<file path="src/include/csad_pkg.sv">
`default_nettype none
package csad_pkg;
   // ---------------------------------------------------------------
   // Address patterns
   // ---------------------------------------------------------------
   localparam logic [3:0] MEM_UPPER = 4'hA;
   localparam logic [3:0] TS_UPPER_LOW = 4'h3;
   localparam logic [3:0] TS_UPPER_FLOAT = 4'h5;
   localparam logic [3:0] TS_UPPER_HIGH = 4'h9;
   localparam logic [3:0] RSVD_UPPER = 4'h0;
   localparam logic [2:0] TS_LOW_BASE_LOW = 3'h0;
   localparam logic [2:0] TS_LOW_BASE_FLOAT = 3'h1;
   localparam logic [2:0] TS_LOW_BASE_HIGH = 3'h4;
   localparam logic [2:0] TS_SLOT_STEP = 3'h2;
   // ---------------------------------------------------------------
   // Conversion rate
   // ---------------------------------------------------------------
   localparam logic [7:0] RATE_RESET = 8'h02;
   localparam logic [7:0] RATE_MAX = 8'h07;
   localparam int RATE_SLOWEST_MS = 16000;
   localparam int CLK_MHZ = 250;
   localparam longint SLOWEST_CYCLES = longint'(RATE_SLOWEST_MS) * 1000 * CLK_MHZ;
   // ---------------------------------------------------------------
   // Link timing
   // ---------------------------------------------------------------
   localparam int STOP_SETUP_NS = 4000;
   localparam int STOP_SETUP_CYC = (STOP_SETUP_NS + 3) / 4;
   typedef enum {ST_IDLE, ST_ADDR, ST_ACK, ST_PASS, ST_SKIP} csad_state_e;
endpackage
`default_nettype wire

</file>
<file path="src/rtl/csad_top.sv">
// Function
// - In auto-convert mode, conversions start periodically at the selected rate.
// - Power-up loads conversion rate value 02h, nominally 0.25 Hz.
// - Actual conversion rate may deviate from nominal by up to 25 percent.
// - Memories answer only addresses whose upper four bits are 1010.
// - Address bit 1 selects scratch memory at 0, information ROM at 1.
// - Address bits 3 and 2 match the mid and low slot pins.
// - Address bit 0 is the direction and never selects a device.
// - Sensor upper pattern is 0011, 0101 or 1001 by tri-level pin.
// - Two-level pin adds two to the sensor's seven-bit address.
// - An undriven two-level slot pin reads as logic 0.
// - Rate values 0 to 7 give 0.0625 to 8 Hz; higher are reserved.
// - Standby bit clear means auto-convert; set stops converting at once.
`timescale 1ns/1ns
`default_nettype none
module csad_top
   import csad_pkg::*;
#(
   parameter longint SLOWEST_PERIOD = SLOWEST_CYCLES
)
(
   input wire logic CLK_I,
   input wire logic RST_I,
   input wire logic SCL_I,
   input wire logic SDA_I,
   output logic SDA_O,
   output logic SDA_OE_N_O,
   input wire logic SLOT_SELECT_LOW_I,
   input wire logic SLOT_SELECT_MID_I,
   input wire logic SLOT_SELECT_TRI_HIGH_I,
   input wire logic SLOT_SELECT_TRI_FLOAT_I,
   input wire logic STANDBY_I,
   input wire logic [7:0] RATE_I,
   input wire logic RATE_WE_I,
   output logic [7:0] RATE_O,
   output logic CONVERT_O,
   output logic MEM_SEL_O,
   output logic [2:0] MEM_INDEX_O,
   output logic ROM_SEL_O,
   output logic TS_SEL_O,
   output logic RW_O
);
   // ---------------------------------------------------------------
   // Input synchronisers
   // ---------------------------------------------------------------
   logic [6:0] meta_r;
   logic [6:0] sync_r;
   logic scl_d_r;
   logic sda_d_r;
   always_ff @(posedge CLK_I)
   begin
      meta_r <= {SCL_I, SDA_I, SLOT_SELECT_LOW_I, SLOT_SELECT_MID_I,
                 SLOT_SELECT_TRI_HIGH_I, SLOT_SELECT_TRI_FLOAT_I, STANDBY_I};
      sync_r <= meta_r;
   end
   wire logic scl = sync_r[6];
   wire logic sda = sync_r[5];
   // Pull-downs on the substrate make an undriven pin arrive low.
   wire logic slot_low = sync_r[4];
   wire logic slot_mid = sync_r[3];
   wire logic standby = sync_r[0];
   always_ff @(posedge CLK_I)
   begin
      if (RST_I)
      begin
         scl_d_r <= 1'b1;
         sda_d_r <= 1'b1;
      end
      else
      begin
         scl_d_r <= scl;
         sda_d_r <= sda;
      end
   end
   wire logic scl_rise = scl & ~scl_d_r;
   wire logic scl_fall = ~scl & scl_d_r;
   wire logic start_ev = scl & scl_d_r & sda_d_r & ~sda;
   wire logic stop_ev = scl & scl_d_r & ~sda_d_r & sda;
   // ---------------------------------------------------------------
   // Own addresses
   // ---------------------------------------------------------------
   logic [3:0] ts_upper;
   logic [2:0] ts_lower;
   always_comb
   begin
      // Float wins only when the pin is neither driven high nor low.
      if (sync_r[1] && !sync_r[2])
      begin
         ts_upper = TS_UPPER_FLOAT;
         ts_lower = TS_LOW_BASE_FLOAT;
      end
      else if (sync_r[2])
      begin
         ts_upper = TS_UPPER_HIGH;
         ts_lower = TS_LOW_BASE_HIGH;
      end
      else
      begin
         ts_upper = TS_UPPER_LOW;
         ts_lower = TS_LOW_BASE_LOW;
      end
      if (slot_mid)
      begin
         ts_lower = ts_lower + TS_SLOT_STEP;
      end
   end
   // ---------------------------------------------------------------
   // Address byte receiver
   // ---------------------------------------------------------------
   csad_state_e state_r;
   logic [7:0] shift_r;
   logic [3:0] bit_cnt_r;
   logic ack_r;
   // Bit 0 is never compared, so both directions decode alike.
   wire logic mem_hit = shift_r[7:4] == MEM_UPPER && shift_r[3] == slot_mid
                        && shift_r[2] == slot_low;
   wire logic ts_hit = shift_r[7:4] == ts_upper && shift_r[3:1] == ts_lower;
   wire logic rsvd = shift_r[7:4] == RSVD_UPPER;
   always_ff @(posedge CLK_I)
   begin
      if (RST_I)
      begin
         state_r <= ST_IDLE;
         shift_r <= 8'h00;
         bit_cnt_r <= 4'h0;
         ack_r <= 1'b0;
         MEM_SEL_O <= 1'b0;
         ROM_SEL_O <= 1'b0;
         TS_SEL_O <= 1'b0;
         RW_O <= 1'b0;
         MEM_INDEX_O <= 3'h0;
      end
      else if (stop_ev)
      begin
         state_r <= ST_IDLE;
         ack_r <= 1'b0;
         MEM_SEL_O <= 1'b0;
         ROM_SEL_O <= 1'b0;
         TS_SEL_O <= 1'b0;
      end
      else if (start_ev)
      begin
         state_r <= ST_ADDR;
         bit_cnt_r <= 4'h0;
         ack_r <= 1'b0;
         MEM_SEL_O <= 1'b0;
         ROM_SEL_O <= 1'b0;
         TS_SEL_O <= 1'b0;
      end
      else
      begin
         case (state_r)
            ST_ADDR:
               if (scl_rise)
               begin
                  shift_r <= {shift_r[6:0], sda};
                  bit_cnt_r <= bit_cnt_r + 4'h1;
               end
               else if (scl_fall && bit_cnt_r == 4'h8)
               begin
                  if (!rsvd && (mem_hit || ts_hit))
                  begin
                     state_r <= ST_ACK;
                     ack_r <= 1'b1;
                     MEM_SEL_O <= mem_hit;
                     ROM_SEL_O <= mem_hit & shift_r[1];
                     TS_SEL_O <= ts_hit;
                     RW_O <= shift_r[0];
                     MEM_INDEX_O <= shift_r[3:1];
                  end
                  else
                  begin
                     state_r <= ST_SKIP;
                  end
               end
            ST_ACK:
               if (scl_fall)
               begin
                  ack_r <= 1'b0;
                  state_r <= ST_PASS;
               end
            default:
               state_r <= state_r;
         endcase
      end
   end
   // Open drain: enable is low while pulling the line low.
   assign SDA_O = 1'b0;
   assign SDA_OE_N_O = ~ack_r;
   // ---------------------------------------------------------------
   // Conversion rate and timer
   // ---------------------------------------------------------------
   logic [7:0] rate_r;
   logic [63:0] tick_r;
   logic [63:0] period;
   always_ff @(posedge CLK_I)
   begin
      if (RST_I)
      begin
         rate_r <= RATE_RESET;
      end
      else if (RATE_WE_I && RATE_I <= RATE_MAX)
      begin
         rate_r <= RATE_I;
      end
   end
   assign RATE_O = rate_r;
   // Nominal period halves per step; clock-exact is well inside the tolerance.
   assign period = SLOWEST_PERIOD[63:0] >> rate_r[2:0];
   always_ff @(posedge CLK_I)
   begin
      if (RST_I || standby)
      begin
         tick_r <= 64'h0000_0000_0000_0000;
         CONVERT_O <= 1'b0;
      end
      else if (tick_r + 64'h0000_0000_0000_0001 >= period)
      begin
         tick_r <= 64'h0000_0000_0000_0000;
         CONVERT_O <= 1'b1;
      end
      else
      begin
         tick_r <= tick_r + 64'h0000_0000_0000_0001;
         CONVERT_O <= 1'b0;
      end
   end
   // ---------------------------------------------------------------
   // Checks
   // ---------------------------------------------------------------
   property p_rate_reset;
      @(posedge CLK_I) $fell(RST_I) |-> rate_r == RATE_RESET;
   endproperty
   a_rate_reset: assert property (p_rate_reset) else $error("rate not default");
   property p_standby;
      @(posedge CLK_I) disable iff (RST_I) standby |=> !CONVERT_O;
   endproperty
   a_standby: assert property (p_standby) else $error("convert in standby");
   property p_rate_legal;
      @(posedge CLK_I) disable iff (RST_I) 1'b1 |-> rate_r <= RATE_MAX;
   endproperty
   a_rate_legal: assert property (p_rate_legal) else $error("reserved rate");
   property p_mem_upper;
      @(posedge CLK_I) disable iff (RST_I) $rose(MEM_SEL_O) |-> shift_r[7:4] == MEM_UPPER;
   endproperty
   a_mem_upper: assert property (p_mem_upper) else $error("bad memory upper");
   property p_rom_bit;
      @(posedge CLK_I) disable iff (RST_I) $rose(MEM_SEL_O) |-> ROM_SEL_O == shift_r[1];
   endproperty
   a_rom_bit: assert property (p_rom_bit) else $error("bad device select");
   property p_slot;
      @(posedge CLK_I) disable iff (RST_I)
         $rose(MEM_SEL_O) |-> MEM_INDEX_O[2:1] == {slot_mid, slot_low};
   endproperty
   a_slot: assert property (p_slot) else $error("slot mismatch");
   property p_ts_pattern;
      @(posedge CLK_I) disable iff (RST_I) $rose(TS_SEL_O) |-> shift_r[7:4] == ts_upper;
   endproperty
   a_ts_pattern: assert property (p_ts_pattern) else $error("bad sensor upper");
   property p_no_ack_miss;
      @(posedge CLK_I) disable iff (RST_I) state_r == ST_SKIP |-> SDA_OE_N_O;
   endproperty
   a_no_ack_miss: assert property (p_no_ack_miss) else $error("ack on miss");
   property p_ack_sel;
      @(posedge CLK_I) disable iff (RST_I) !SDA_OE_N_O |-> MEM_SEL_O || TS_SEL_O;
   endproperty
   a_ack_sel: assert property (p_ack_sel) else $error("ack without select");
   // A period of one cycle would hold the pulse high; the parameter keeps it far above that.
   property p_convert_once;
      @(posedge CLK_I) disable iff (RST_I)
         CONVERT_O |=> !CONVERT_O;
   endproperty
   a_convert_once: assert property (p_convert_once) else $error("long pulse");
   property p_rate_write;
      @(posedge CLK_I) disable iff (RST_I)
         RATE_WE_I && RATE_I <= RATE_MAX |=> rate_r == $past(RATE_I);
   endproperty
   a_rate_write: assert property (p_rate_write) else $error("rate not taken");
   property p_rate_hold;
      @(posedge CLK_I) disable iff (RST_I)
         RATE_WE_I && RATE_I > RATE_MAX |=> $stable(rate_r);
   endproperty
   a_rate_hold: assert property (p_rate_hold) else $error("rate changed");
   property p_ack_release;
      @(posedge CLK_I) disable iff (RST_I)
         state_r == ST_ACK && scl_fall |=> SDA_OE_N_O;
   endproperty
   a_ack_release: assert property (p_ack_release) else $error("ack held");
   property p_rw;
      @(posedge CLK_I) disable iff (RST_I)
         $rose(MEM_SEL_O) || $rose(TS_SEL_O) |-> RW_O == shift_r[0];
   endproperty
   a_rw: assert property (p_rw) else $error("bad direction");
   property p_ts_lower;
      @(posedge CLK_I) disable iff (RST_I)
         $rose(TS_SEL_O) |-> shift_r[3:1] == ts_lower;
   endproperty
   a_ts_lower: assert property (p_ts_lower) else $error("bad sensor slot");
   property p_no_rsvd;
      @(posedge CLK_I) disable iff (RST_I)
         $rose(MEM_SEL_O) || $rose(TS_SEL_O) |-> shift_r[7:4] != RSVD_UPPER;
   endproperty
   a_no_rsvd: assert property (p_no_rsvd) else $error("reserved claimed");
   property p_sel_ack;
      @(posedge CLK_I) disable iff (RST_I)
         $rose(MEM_SEL_O) || $rose(TS_SEL_O) |-> !SDA_OE_N_O;
   endproperty
   a_sel_ack: assert property (p_sel_ack) else $error("select without ack");
endmodule
`default_nettype wire

</file>
<file path="config.mk">
export PLATFORM = sky130hd
export DESIGN_NAME = csad_top
export DESIGN_NICKNAME = d
export VERILOG_FILES = /design/src/include/csad_pkg.sv /design/src/rtl/csad_top.sv
export SDC_FILE = /design/constraint.sdc
export NUM_CORES = 1
export LEC_CHECK = 0
export BUFFER_PORTS_ARGS = -buffer_cell sky130_fd_sc_hd__buf_4
export CELL_PAD_IN_SITES_DETAIL_PLACEMENT = 0
export CELL_PAD_IN_SITES_GLOBAL_PLACEMENT = 2
export CORE_MARGIN = 1
export CORE_UTILIZATION = 39
export CTS_CLUSTER_DIAMETER = 150
export DETAILED_ROUTE_END_ITERATION = 10
export PLACE_DENSITY_LB_ADDON = 0.12
export SLEW_MARGIN = 20
export SYNTH_ARGS = -nofsm -noshare
export SYNTH_HDL_FRONTEND = slang
export SYNTH_SLANG_ARGS = --single-unit
</file>
<file path="constraint.sdc">
create_clock -name CLK_I -period 4.2 [get_ports CLK_I]
set_clock_uncertainty 0.2 [all_clocks]
set_input_delay 0.42 -clock CLK_I [delete_from_list [all_inputs] [get_ports CLK_I]]
set_output_delay 0.42 -clock CLK_I [all_outputs]
set_load 0.03 [all_outputs]
</file>
# Yosys cells after proc, flatten, opt, wreduce, memory -nomap -nowiden
# Cells that the tools add are included.
# totals
reg_bits	141
inputBits	18
output_inout_bits	18
word_cells	100
# classes
addsub	3
n_lt_le_gt_ge	2
n_eq_ne	15
shift	1
n_mux	20
bitwise	16
n_reduce_logical	26
# ops
operator	count
two-way mux 32 bit	3
adder 64 x 1 -> 64 bit (second input constant)	1
greater-or-equal comparator 64 bit	1
case mux 32 bit (2 select lines)	1
>> shifter 32 x 3 -> 64 bit (first input constant)	1
== test 32 x 1 -> 1 bit (second input constant)	1
== test 32 x 2 -> 1 bit (second input constant)	1
two-way mux 4 bit	5
AND reduction 4 bit	4
two-way mux 3 bit	4
!= test 3 bit (second input constant)	3
bitwise AND 1 bit	8
== test 4 bit (second input constant)	2
<= comparator 8 x 3 -> 1 bit (second input constant)	1
!= test 2 bit (second input constant)	4
NOT 1 bit	8
logical AND 1 bit	7
two-way mux 1 bit	6
AND reduction 6 bit	1
nonzero test 2 bit	3
AND reduction 5 bit	1
adder 4 x 1 -> 4 bit (second input constant)	1
== test 4 bit	1
logical NOT 4 bit	1
10 further kinds	14

# Depth between registers and ports, before layout
# Gate-level depths: netlist of the first run.
# depth
depth_word	14
ltp_mapped	17
mapped_depth_nobuf	16

# Worst setup path after synthesis of the first run
# Ideal clock, no wire load.
# synth_timing
path_type	register to register
start	register tick_r[14]
end	register tick_r[26]
setup_ns	0.088
t_arrival_ns	3.563
required_ns	3.912
path_slack_ns	0.349
path_stages_with_launch	17
n_path_buf	2
period_less_slack_ns	3.851
path_cell_list	dfxtp_1 -> nand4_2 -> or4_4 -> buf_6 -> nor3_4 -> and3_2 -> xor2_1 -> ha_1 -> and2_1 -> a221o_1 -> nand2_1 -> nand3_1 -> nor4_1 -> and3_2 -> nand4_2 -> buf_6 -> nor4b_2
# synth_via
elab_chain_len	3
# synth_lines
element	line_no	rtl
start: declaration	csad_top.sv:194	logic [63:0] tick_r;
start signal: assignment	csad_top.sv:224	tick_r <= tick_r + 64'h0000_0000_0000_0001;
adder 64 x 1 -> 64 bit (*)	csad_top.sv:217, csad_top.sv:224	
greater-or-equal comparator 64 bit	csad_top.sv:217	else if (tick_r + 64'h0000_0000_0000_0001 >= period)
OR reduction 2 bit (no line)	--	
# Every way passes the cells marked *; elsewhere a longest branch is shown, timed or not.
# A chain may end at the register's enable or synchronous reset.

# Worst setup path in the final report of the first run
# layout_timing
start	register tick_r[16]
end	register tick_r[7]
# layout_via
elab_chain_len	3
# layout_lines
element	line_no
adder 64 x 1 -> 64 bit	csad_top.sv:217
greater-or-equal comparator 64 bit	csad_top.sv:217
OR reduction 2 bit (no line)	--
# No other way between the ends.

==> flow_results.org, run 1 <==
** STA
- Setup-failing EPs final :: 0
- Transition time at the pin with the least slew margin :: between 1 and 1.5 ns
- On the final layout, the worst hold slack is 0.0862 ns.
- For the final routed database, the setup TNS stands at 0 ns.
- Endpoints failing hold :: 0
- Setup repair after global routing could not meet its margin everywhere.
- Final Max Slew Viols :: 0
- Worst max-slew margin expressed relative to the limit :: 0.287
- The routed design could run at a clock period as short as 4.08 ns.
- In the finished design, the share of the clock period the worst path needs comes to 0.970.
- Static timing analysis puts the maximum clock frequency at between 200 and 250 MHz.

** Outcome
- The run finished with clean final reports.

** Job
- Max-cap violations :: 0

** Detailed routing
- For this block, the via count after detailed routing is 5009.
- Total iterations of the first detailed-routing run :: 4
- In the routed design, unresolved DRC markers number 0.
- WL final :: ~15000 um
- Using the TritonRoute via totals, the vias-per-cell ratio works out to 5.34.
- Number of DRC markers after the initial detailed-route iteration :: 304
- In this run the remaining antenna-violating nets after routing total 0.
- Routed wire length per instance :: 16.4 um

** Power and ir drop
- Across the VDD grid, the largest voltage drop is 0.000212 V.
- Gate power share :: 0.047
- Switch share :: 0.246
- Dividing total power by cell area gives a power density of 280 nW/um2.
- Internal power contribution :: 1.56 mW
- The share of total power dissipated in the clock network is 0.415.
- Switching power :: 511 uW
- Reported leakage power :: 3.00 nW
- Of the total power, registers draw 0.538.

** Global routing
- In the global route stage, overall resource usage came out at 0.199.
- The initial antenna violation count is 0.
- The number of global-route vias before repair is 4785.
- Entering global routing, the biggest net connects 34 pins.
- After global routing the overflow that remains totals 0.
- Wire length of the first global-routing pass :: 24800 um

** Floorplan
- Boundary Pins :: 36
- The die covers 15900 um2.
- The region available for standard cell placement spans 15100 um2.
- The initial utilization of the core area, before any placement, comes to 0.397.
- The initialized floorplan defines 45 standard-cell rows.
- Floorplan die width :: 126 um
- Overall die height :: 126 um

** Placed design
- Post-DP HPWL :: approximately 12000 um
- Number of port buffers :: 34
- Routability-driven placement congestion ratio :: 0.851

** Worst setup path
- Data on the critical path arrives at its endpoint at 4.14 ns.
- The worst setup path is of the flop to flop kind.
- Data required time at the worst endpoint :: between 4 and 5 ns
- The worst setup path is captured at a flop.
- In this run the worst path has a maximum fanout of 6.
- Crit path launch type :: flop

** Clocking
- Root Buffer :: sky130_fd_sc_hd__clkbuf_16
- In this run the deepest clock path goes through 2 buffers.
- In this run the number of H-tree levels came out at 3.
- Total CTS buffers :: 9
- For the worst-skew pair, the clock arrives at the later sink with an insertion delay of 0.37 ns.
- Clock-pin slew was measured on the worst setup and hold paths at 0.08 ns.
- TritonCTS built the clock tree.
- CTS saw 112 sinks.

** Layout
- Storage element area :: 2260 um2
- The net count of the finished layout is 799.
- Area growth from synthesis to final layout :: 23.1%
- Area of the multi-input gates :: 3830 um2
- Of the cells placed in the final design, the portion with a size suffix greater than 1 is 0.227.
- The filler cells instantiated in the layout total 1415.
- The number of antenna diodes in the final layout is 0.

** Synthesis
- Count of cell types in the netlist :: 63
- Mean area per synthesized cell :: 9.34 um2
- Synthesis inferred 112 register bits.
- The Yosys step of the flow raised 0 warnings.
- For this run, asynchronously set or reset flops after synthesis account for 0.
- Post-Syn Instances :: 644
- In this run, synthesis inferred 0 flip-flops with an integrated enable.
- For this run, the register share of the synthesized area comes to 0.373.
- In this run the cell area of the synthesized design comes to roughly 6000 um2.
- Among all flip-flop cells after synthesis, the most frequent one is sky130_fd_sc_hd__dfxtp_1.

** Worst hold path
- The worst hold path belongs to the class input port to flop.
==> worst paths after layout <==
kind	startpoint	to	slack (ns)	cells past startpoint
min reg2reg	meta_r[3]	sync_r[3]	0.13	0
max reg2reg	tick_r[16]	tick_r[7]	0.12	15
min	RATE_I[2]	RATE_O[2]	0.09	3
max	tick_r[16]	tick_r[7]	0.12	15
==> cells by family (layout without fill, tap and decap cells) <==
| family | count (synthesis) | count (layout) | share of synthesized area |
|---|---|---|---|
| and+or+nand+nor | 308 | 308 | 0.332 |
| DFF | 112 | 112 | 0.373 |
| AOI/OAI and AO/OA | 80 | 80 | 0.0853 |
| xor gates and xnor gates | 51 | 51 | 0.0743 |
| buffers and inverters | 45 | 119 | 0.0422 |
| adders and majority gates | 36 | 36 | 0.0749 |
| muxes | 11 | 11 | 0.0185 |
| other | 1 | 33 | 0.000623 |
==> sequential cells by signal, indices dropped and copies added (netlist names) <==
name and flops:
ack_r 1, bit_cnt_r 4, RATE_O 8, sync_r 7
CONVERT_O 1, sda_d_r 1, TS_SEL_O 1, MEM_INDEX_O 3
scl_d_r 1, ROM_SEL_O 1, tick_r 64, shift_r 8
RW_O 1, MEM_SEL_O 1, state_r 3, meta_r 7
==> placed cells by master (no fill, tap or decap), types with 4 or more instances in the layout <==
master and instances:
sky130_fd_sc_hd__a211oi_1 4, sky130_fd_sc_hd__a21o_1 6, sky130_fd_sc_hd__a21oi_1 27, sky130_fd_sc_hd__a31oi_1 5, sky130_fd_sc_hd__and2_1 8, sky130_fd_sc_hd__and3_1 10
sky130_fd_sc_hd__and3_2 4, sky130_fd_sc_hd__and4_1 12, sky130_fd_sc_hd__buf_4 70, sky130_fd_sc_hd__clkbuf_16 11, sky130_fd_sc_hd__conb_1 33, sky130_fd_sc_hd__dfxtp_1 100
sky130_fd_sc_hd__dfxtp_2 9, sky130_fd_sc_hd__dlygate4sd3_1 7, sky130_fd_sc_hd__ha_1 36, sky130_fd_sc_hd__inv_1 20, sky130_fd_sc_hd__mux2i_1 10, sky130_fd_sc_hd__nand2_1 63
sky130_fd_sc_hd__nand3_1 30, sky130_fd_sc_hd__nand3b_1 4, sky130_fd_sc_hd__nand4_1 25, sky130_fd_sc_hd__nor2_1 36, sky130_fd_sc_hd__nor2b_1 7, sky130_fd_sc_hd__nor3_1 17
sky130_fd_sc_hd__nor4_1 17, sky130_fd_sc_hd__nor4_2 5, sky130_fd_sc_hd__nor4b_1 5, sky130_fd_sc_hd__nor4b_2 22, sky130_fd_sc_hd__nor4b_4 5, sky130_fd_sc_hd__o21a_1 6
sky130_fd_sc_hd__o21ai_0 13, sky130_fd_sc_hd__or2_2 6, sky130_fd_sc_hd__or4_1 5, sky130_fd_sc_hd__xnor2_1 24, sky130_fd_sc_hd__xor2_1 23
==> synthesized netlist by cell type (5+ instances only) <==
library cell               number  area, um2
sky130_fd_sc_hd__dfxtp_1      112       2240
sky130_fd_sc_hd__nand2_1       63        236
sky130_fd_sc_hd__nor2_1        38        143
sky130_fd_sc_hd__ha_1          36        450
sky130_fd_sc_hd__nand3_1       33        165
sky130_fd_sc_hd__a21oi_1       27        135
sky130_fd_sc_hd__nor4b_2       26        390
sky130_fd_sc_hd__xnor2_1       26        228
sky130_fd_sc_hd__nand4_1       25        156
sky130_fd_sc_hd__xor2_1        25        219
sky130_fd_sc_hd__inv_1         20       75.1
sky130_fd_sc_hd__nor4_1        19        119
sky130_fd_sc_hd__nor3_1        17       85.1
sky130_fd_sc_hd__o21ai_0       14       70.1
sky130_fd_sc_hd__clkbuf_1      13       48.8
sky130_fd_sc_hd__and4_1        12        105
sky130_fd_sc_hd__and3_1        10       62.6
sky130_fd_sc_hd__mux2i_1       10        100
sky130_fd_sc_hd__and2_1         9       56.3
sky130_fd_sc_hd__nor2b_1        7       43.8
sky130_fd_sc_hd__a21o_1         6       45.0
sky130_fd_sc_hd__and3_2         6       45.0
sky130_fd_sc_hd__nor4b_1        6       52.6
sky130_fd_sc_hd__o21a_1         6       45.0
sky130_fd_sc_hd__or2_2          6       37.5
sky130_fd_sc_hd__a31oi_1        5       31.3
sky130_fd_sc_hd__buf_6          5       56.3
sky130_fd_sc_hd__or4_1          5       37.5
==> power groups by stage <==
stage               clock (mW)  combinational, mW  sequential (mW)
finish                   0.862             0.0974             1.12
global route             0.927              0.109             1.12
CTS                      0.886             0.0944             1.12
detailed placement           0             0.0887             1.14
global placement             0             0.0885             1.14
floorplan                    0             0.0622             1.13
==> critical path, cell delays in order, from the launching register on <==
cell	delay, ns
sky130_fd_sc_hd__dfxtp_4	0.37
sky130_fd_sc_hd__nand4_4	0.12
sky130_fd_sc_hd__or4_4	0.58
sky130_fd_sc_hd__nor3_4	0.23
sky130_fd_sc_hd__buf_6	0.15
sky130_fd_sc_hd__xor2_4	0.17
sky130_fd_sc_hd__ha_1	0.27
sky130_fd_sc_hd__a21o_1	0.16
sky130_fd_sc_hd__a221o_1	0.31
sky130_fd_sc_hd__nand2_1	0.08
sky130_fd_sc_hd__nand3_2	0.10
sky130_fd_sc_hd__nor4_4	0.31
sky130_fd_sc_hd__and3_4	0.23
sky130_fd_sc_hd__nand4_4	0.17
sky130_fd_sc_hd__clkbuf_16	0.26
sky130_fd_sc_hd__nor4b_2	0.26
==> through the flow <==
stage | std cells | area, um2 | util | power [mW] | worst slack, ns
finish | 938 | 7400 | 0.489 | 2.07 | 0.124
global route | 938 | 7400 | 0.489 | 2.15 | -0.0467
CTS | 929 | 7100 | 0.469 | 2.10 | 0.0411
detailed placement | 905 | 6710 | 0.443 | 1.23 | -0.0253
global placement | 905 | 6710 | 0.443 | 1.23 | 0.180
floorplan | 676 | 6140 | - | 1.20 | 0.349
==> repair_timing <==
action,CTS,global route
hold endpoints to repair,7,0
buffers inserted,1,6
pin swaps,1,11
setup endpoints to repair,21,33
gates cloned,0,3
hold buffers,7,0
gates resized for setup,1,43
==> area by class of cell <==
type / count / share of cell area
inverters: 20 / 0.0101
clock inverters: 6 / 0.00828
repair buffers: 83 / 0.0945
multi-input cells: 519 / 0.517
flip-flops and latches: 112 / 0.306
clock buffers: 10 / 0.0323
well taps: 188 / 0.0318
==> routing by layer <==
metal | track usage | part of all wire | vias up
met2 | 0.328 | 0.48 | 77
li1 | - | - | 2533
met5 | 0 | 0 | -
met1 | 0.262 | 0.48 | 2383
met4 | 0.0815 | 0.018 | 0
met3 | 0.0276 | 0.025 | 16
(Power assumes the default switching activity.)
==> run 2, diff against run 1 <==
--- a/config.mk
+++ b/config.mk
@@ -5,11 +5,12 @@
 export SDC_FILE = /design/constraint.sdc
 export NUM_CORES = 1
 export LEC_CHECK = 0
+export ABC_AREA = 1
 export BUFFER_PORTS_ARGS = -buffer_cell sky130_fd_sc_hd__buf_4
 export CELL_PAD_IN_SITES_DETAIL_PLACEMENT = 0
 export CELL_PAD_IN_SITES_GLOBAL_PLACEMENT = 2
 export CORE_MARGIN = 1
-export CORE_UTILIZATION = 39
+export CORE_UTILIZATION = 35
 export CTS_CLUSTER_DIAMETER = 150
 export DETAILED_ROUTE_END_ITERATION = 10
 export PLACE_DENSITY_LB_ADDON = 0.12
==> flow_results.org, run 2 <==
** Synthesis
- Most instantiated cells after synthesis :: sky130_fd_sc_hd__nand2_1 (229), sky130_fd_sc_hd__nor2_1 (137), sky130_fd_sc_hd__inv_1 (122), sky130_fd_sc_hd__dfxtp_1 (112), sky130_fd_sc_hd__nand3_1 (41)
- The count of different cell masters after synthesis came to 37 (-41%).
- Share of synthesized flip-flops with an asynchronous set or reset :: 0 (unchanged)
- The fraction of post-synthesis cell area in the top cell type by area is 0.357 (-0.0161).
- Mean area per synthesized cell :: 6.87 um2 (-26%)
- Post-Syn Instances :: 915 (+42%)
- Summed over all instances, the cell type with the most area after synthesis is sky130_fd_sc_hd__dfxtp_1.
- The most common cell in the synthesized netlist is sky130_fd_sc_hd__nand2_1.
- The number of warnings reported in the yosys synthesis log came to 0 (unchanged).
- The flip-flop and latch count after synthesis is 112 (unchanged).
- Top_reg_cell synth :: sky130_fd_sc_hd__dfxtp_1
- Count of flip-flops with a built-in enable after synthesis :: 0 (unchanged)
- Register area share after synthesis :: 0.357 (-0.0161)
- Total standard cell area after synthesis :: 6290 um2 (+4.5%)
- Ranked by total cell area, the synthesized netlist is headed by sky130_fd_sc_hd__dfxtp_1 (36%), sky130_fd_sc_hd__nand2_1 (14%), sky130_fd_sc_hd__nor2_1 (8.2%).

** Detailed routing
- The initial DRC count was 285 (-6.3%).
- DR vias/cell :: 4.50 (-16%)
- The total met2 wirelength after detailed routing is 7360 um (+0.14%).
- The number of iterations in the first detailed-routing pass is 5 (+1).
- WL final :: 17300 um (+12%)
- Routed wire length per instance :: 14.2 um (-14%)
- Number of DRC violations after detailed routing :: 0 (unchanged)
- In this run the top signal layer used is met4.
- The routed metal-1 wirelength is 9260 um (+25%).
- Antenna-violating nets left :: 0 (unchanged)
- The total via count after detailed routing is 5489 (+9.6%).
- The wire length on met3 was 448 um (+16%).

** Worst setup path
- The number of buffer and inverter stages on the critical path came to 2 (unchanged).
- Cell family with most CP delay :: simple AND/OR/NAND/NOR gates
- Endpoint of the most critical register-to-register path :: tick_r[0]
- Standard cell with the maximum stage delay on the critical path :: sky130_fd_sc_hd__dfxtp_1
- The worst endpoint data arrival time is 3.77 ns (-0.37 ns).
- The longest individual stage delay on the worst path is 0.40 ns (-0.18 ns).
- The worst setup path is launched from a flop.
- Critical Path Start :: tick_r[0]
- Endpoint type of the worst setup path :: flop
- The reg-to-reg setup timing slack came to 0.52 ns (+0.40 ns).
- Ordered list of cells on the worst path :: ha_1, nand3_1, nor2_2, nand2_1, nor2_4, nand2_1, xor2_1, inv_1, ha_1, nand2_1, o21a_1, nor2_1, nor2_1, nand3_1, nor2_1, nand2_1, nor2_2, nand3_2, buf_4, nor2_1
- Data required time at the worst endpoint :: 4.29 ns (+0.02 ns)
- The logic depth of the worst register-to-register path was 20 (+5).
- The startpoint identified for the worst register-to-register timing path is tick_r[0].
- The highest fanout seen on the critical path came to 28 (+22).
- The critical path is of the flop to flop type.

** Floorplan
- Initial core utilization :: 0.361 (-0.0362)
- Total die area :: 18500 um2 (+16%)
- The standard-cell row count came to 48 (+6.7%).
- Boundary Pins :: 36 (unchanged)
- Overall die height :: 136 um (+7.8%)
- Placeable core area :: 17400 um2 (+15%)
- The width of the die was 136 um (+7.8%).

** Layout
- Proportion of layout cells with a drive suffix above 1 :: 0.104 (-0.123)
- The library cell used most frequently in the layout, excluding fill and tap cells, is sky130_fd_sc_hd__nand2_1.
- The area growth from synthesis to layout is 15.1%.
- Antenna diode count :: 0 (unchanged)
- The number of fill cells is 1864 (+32%).
- Counting flops per register, the top entry is tick_r.
- Leading cell types in the layout, fill and taps excluded :: sky130_fd_sc_hd__nand2_1 (229), sky130_fd_sc_hd__nor2_1 (137), sky130_fd_sc_hd__inv_1 (122)
- The final layout net count is 1043 (+31%).
- Max FFs per register :: 64 (unchanged)

** Power and ir drop
- The overall power after layout was 2.06 mW (-0.68%).
- The power density relative to cell area is 285 nW/um2 (+1.6%).
- The worst-case vdd ir drop came to 0.000184 V (-13%).
- Reported leakage power :: 3.13 nW (+4.4%)

** STA
- Setup-failing EPs final :: 0 (unchanged)
- Setup repair after global routing missed its margin :: false
- The post-route fraction of the period consumed by the critical path came to 0.876 (-0.0943).
- Transition time at the pin with the least slew margin :: 0.683 ns (-0.386 ns)
- Final Max Slew Viols :: 0 (unchanged)
- The maximum operating frequency was 272 MHz (+11%).
- Worst max-slew margin expressed relative to the limit :: 0.544 (+0.257)
- Post-route worst setup slack :: 0.520 ns (+0.396 ns)
- The count of endpoints failing hold in the final timing report was 0 (unchanged).
- Final critical delay including setup and external delays :: 3.68 ns (-0.396 ns)
- Setup Total Neg Slack :: 0 ns (unchanged)

** Clocking
- Clock sink count :: 112 (unchanged)
- Insertion delay to the later sink of the worst-skew pair :: 0.36 ns (about the same)
- Clock slew at reported path FFs :: 0.08 ns (about the same)
- Number of buffers between clock root and the deepest sink :: 2 (unchanged)
- Root Buffer :: sky130_fd_sc_hd__clkbuf_16
- Total CTS buffers :: 9 (unchanged)
- The maximum level of the CTS H-tree is 3 (unchanged).
- The number of gates resized after CTS was 0 (-1).
- TritonCTS built the clock tree.

** Outcome
- Result of the run :: completed

** Global routing
- Overall overflow remaining after global route :: 0 (unchanged)
- Wire length of the first global-routing pass :: 28300 um (+14%)
- The number of global-route vias before repair came to 5350 (+12%).
- The global-route total usage across every layer is 0.202 (+0.00297).
- The initial antenna violation count came to 0 (unchanged).
- Largest net degree at the start of global routing :: 29 (-15%)

** Worst hold path
- In this run the worst hold path is classified as input port to flop.
- In this run the most critical hold path is launched from RATE_I[1].
- The cell depth of the worst hold path came to 3 (unchanged).
- End point of the worst hold path :: RATE_O[1]

** Placed design
- The detailed placer's ending HPWL was 14000 um (+20%).
- Worst slack at placement :: 0.499 ns (+0.524 ns)
- Number of port buffers :: 34 (unchanged)
- The weighted congestion reported at the end of routability-driven placement is 0.810 (-4.8%).

** Job
- The number of max-cap violations came to 0 (unchanged).
[run 2: changes by cell type after synthesis, moves of 12 or more]
cell,previous run,this run
sky130_fd_sc_hd__inv_1,20,122
sky130_fd_sc_hd__o21ai_0,14,31
sky130_fd_sc_hd__and4_1,12,0
sky130_fd_sc_hd__nor2_2,0,33
sky130_fd_sc_hd__nor4b_2,26,0
sky130_fd_sc_hd__nor4_1,19,1
sky130_fd_sc_hd__nor2_1,38,137
sky130_fd_sc_hd__nand2_1,63,229
[run 2: worst max path at each step]
stage | to | cells past startpoint | slack (ns)
CTS | tick_r[0] | 20 | 0.47
floorplan | tick_r[10] | 18 | 1.13
global placement | tick_r[0] | 19 | 0.50
global route | tick_r[7] | 21 | 0.14
detailed placement | tick_r[26] | 20 | 0.50
finish | tick_r[0] | 20 | 0.52
[run 2: area by class of cell]
type,instances,area [um2],share of cell area
multi-input combinational,699,3630,0.501
timing repair buffer,43,340,0.0470
sequential,112,2240,0.310
clock buffer,11,233,0.0322
tap,225,282,0.0389
inverter,124,465,0.0643
clock inverter,5,45.0,0.00623
[run 2: worst register-to-register path, stage by stage (launching register included)]
cell and delay [ns]:
sky130_fd_sc_hd__dfxtp_1 0.40, sky130_fd_sc_hd__ha_1 0.23, sky130_fd_sc_hd__nand3_1 0.18, sky130_fd_sc_hd__nor2_2 0.22
sky130_fd_sc_hd__nand2_1 0.20, sky130_fd_sc_hd__nor2_4 0.23, sky130_fd_sc_hd__nand2_1 0.09, sky130_fd_sc_hd__xor2_1 0.20
sky130_fd_sc_hd__inv_1 0.08, sky130_fd_sc_hd__ha_1 0.29, sky130_fd_sc_hd__nand2_1 0.09, sky130_fd_sc_hd__o21a_1 0.13
sky130_fd_sc_hd__nor2_1 0.04, sky130_fd_sc_hd__nor2_1 0.09, sky130_fd_sc_hd__nand3_1 0.08, sky130_fd_sc_hd__nor2_1 0.11
sky130_fd_sc_hd__nand2_1 0.07, sky130_fd_sc_hd__nor2_2 0.12, sky130_fd_sc_hd__nand3_2 0.13, sky130_fd_sc_hd__buf_4 0.30
sky130_fd_sc_hd__nor2_1 0.14
[run 2: layer usage]
metal / track usage / vias up
met5: 0 / -
met2: 0.311 / 89
met1: 0.296 / 2390
li1: - / 2993
met3: 0.0216 / 17
met4: 0.0562 / 0
[run 2: what timing repair did]
action	CTS	global route
setup endpoints to repair	0	0
hold endpoints to repair	7	0
setup buffers	0	0
hold buffers	7	0
[run 2: power breakdown]
part	internal, mW	switching (mW)	total (mW)
registers	1.09	0.0273	1.12
logic	0.0428	0.0615	0.104
clock network	0.415	0.425	0.840
total	1.55	0.514	2.06
[run 2: stage by stage]
| step | area (um2) | std cells | hold slack (ns) | util |
|---|---|---|---|---|
| 4_1_cts | 7240 | 1219 | 0.0713 | 0.415 |
| 6_report | 7240 | 1219 | 0.0821 | 0.415 |
| 5_1_grt | 7240 | 1219 | 0.0959 | 0.415 |
| 3_3_place_gp | 6890 | 1196 | 0.110 | 0.395 |
| 2_1_floorplan | 6410 | 947 | 0.110 | - |
| 3_5_place_dp | 6890 | 1196 | 0.114 | 0.395 |
[run 2: logic make-up after synthesis]
group,synth area share
other,0.000596
AND/OR/NAND/NOR,0.356
adder cells (fa/ha/maj),0.0716
flip-flops,0.357
buffers and inverters,0.0854
AO/OA/AOI/OAI,0.0740
XOR/XNOR,0.0557
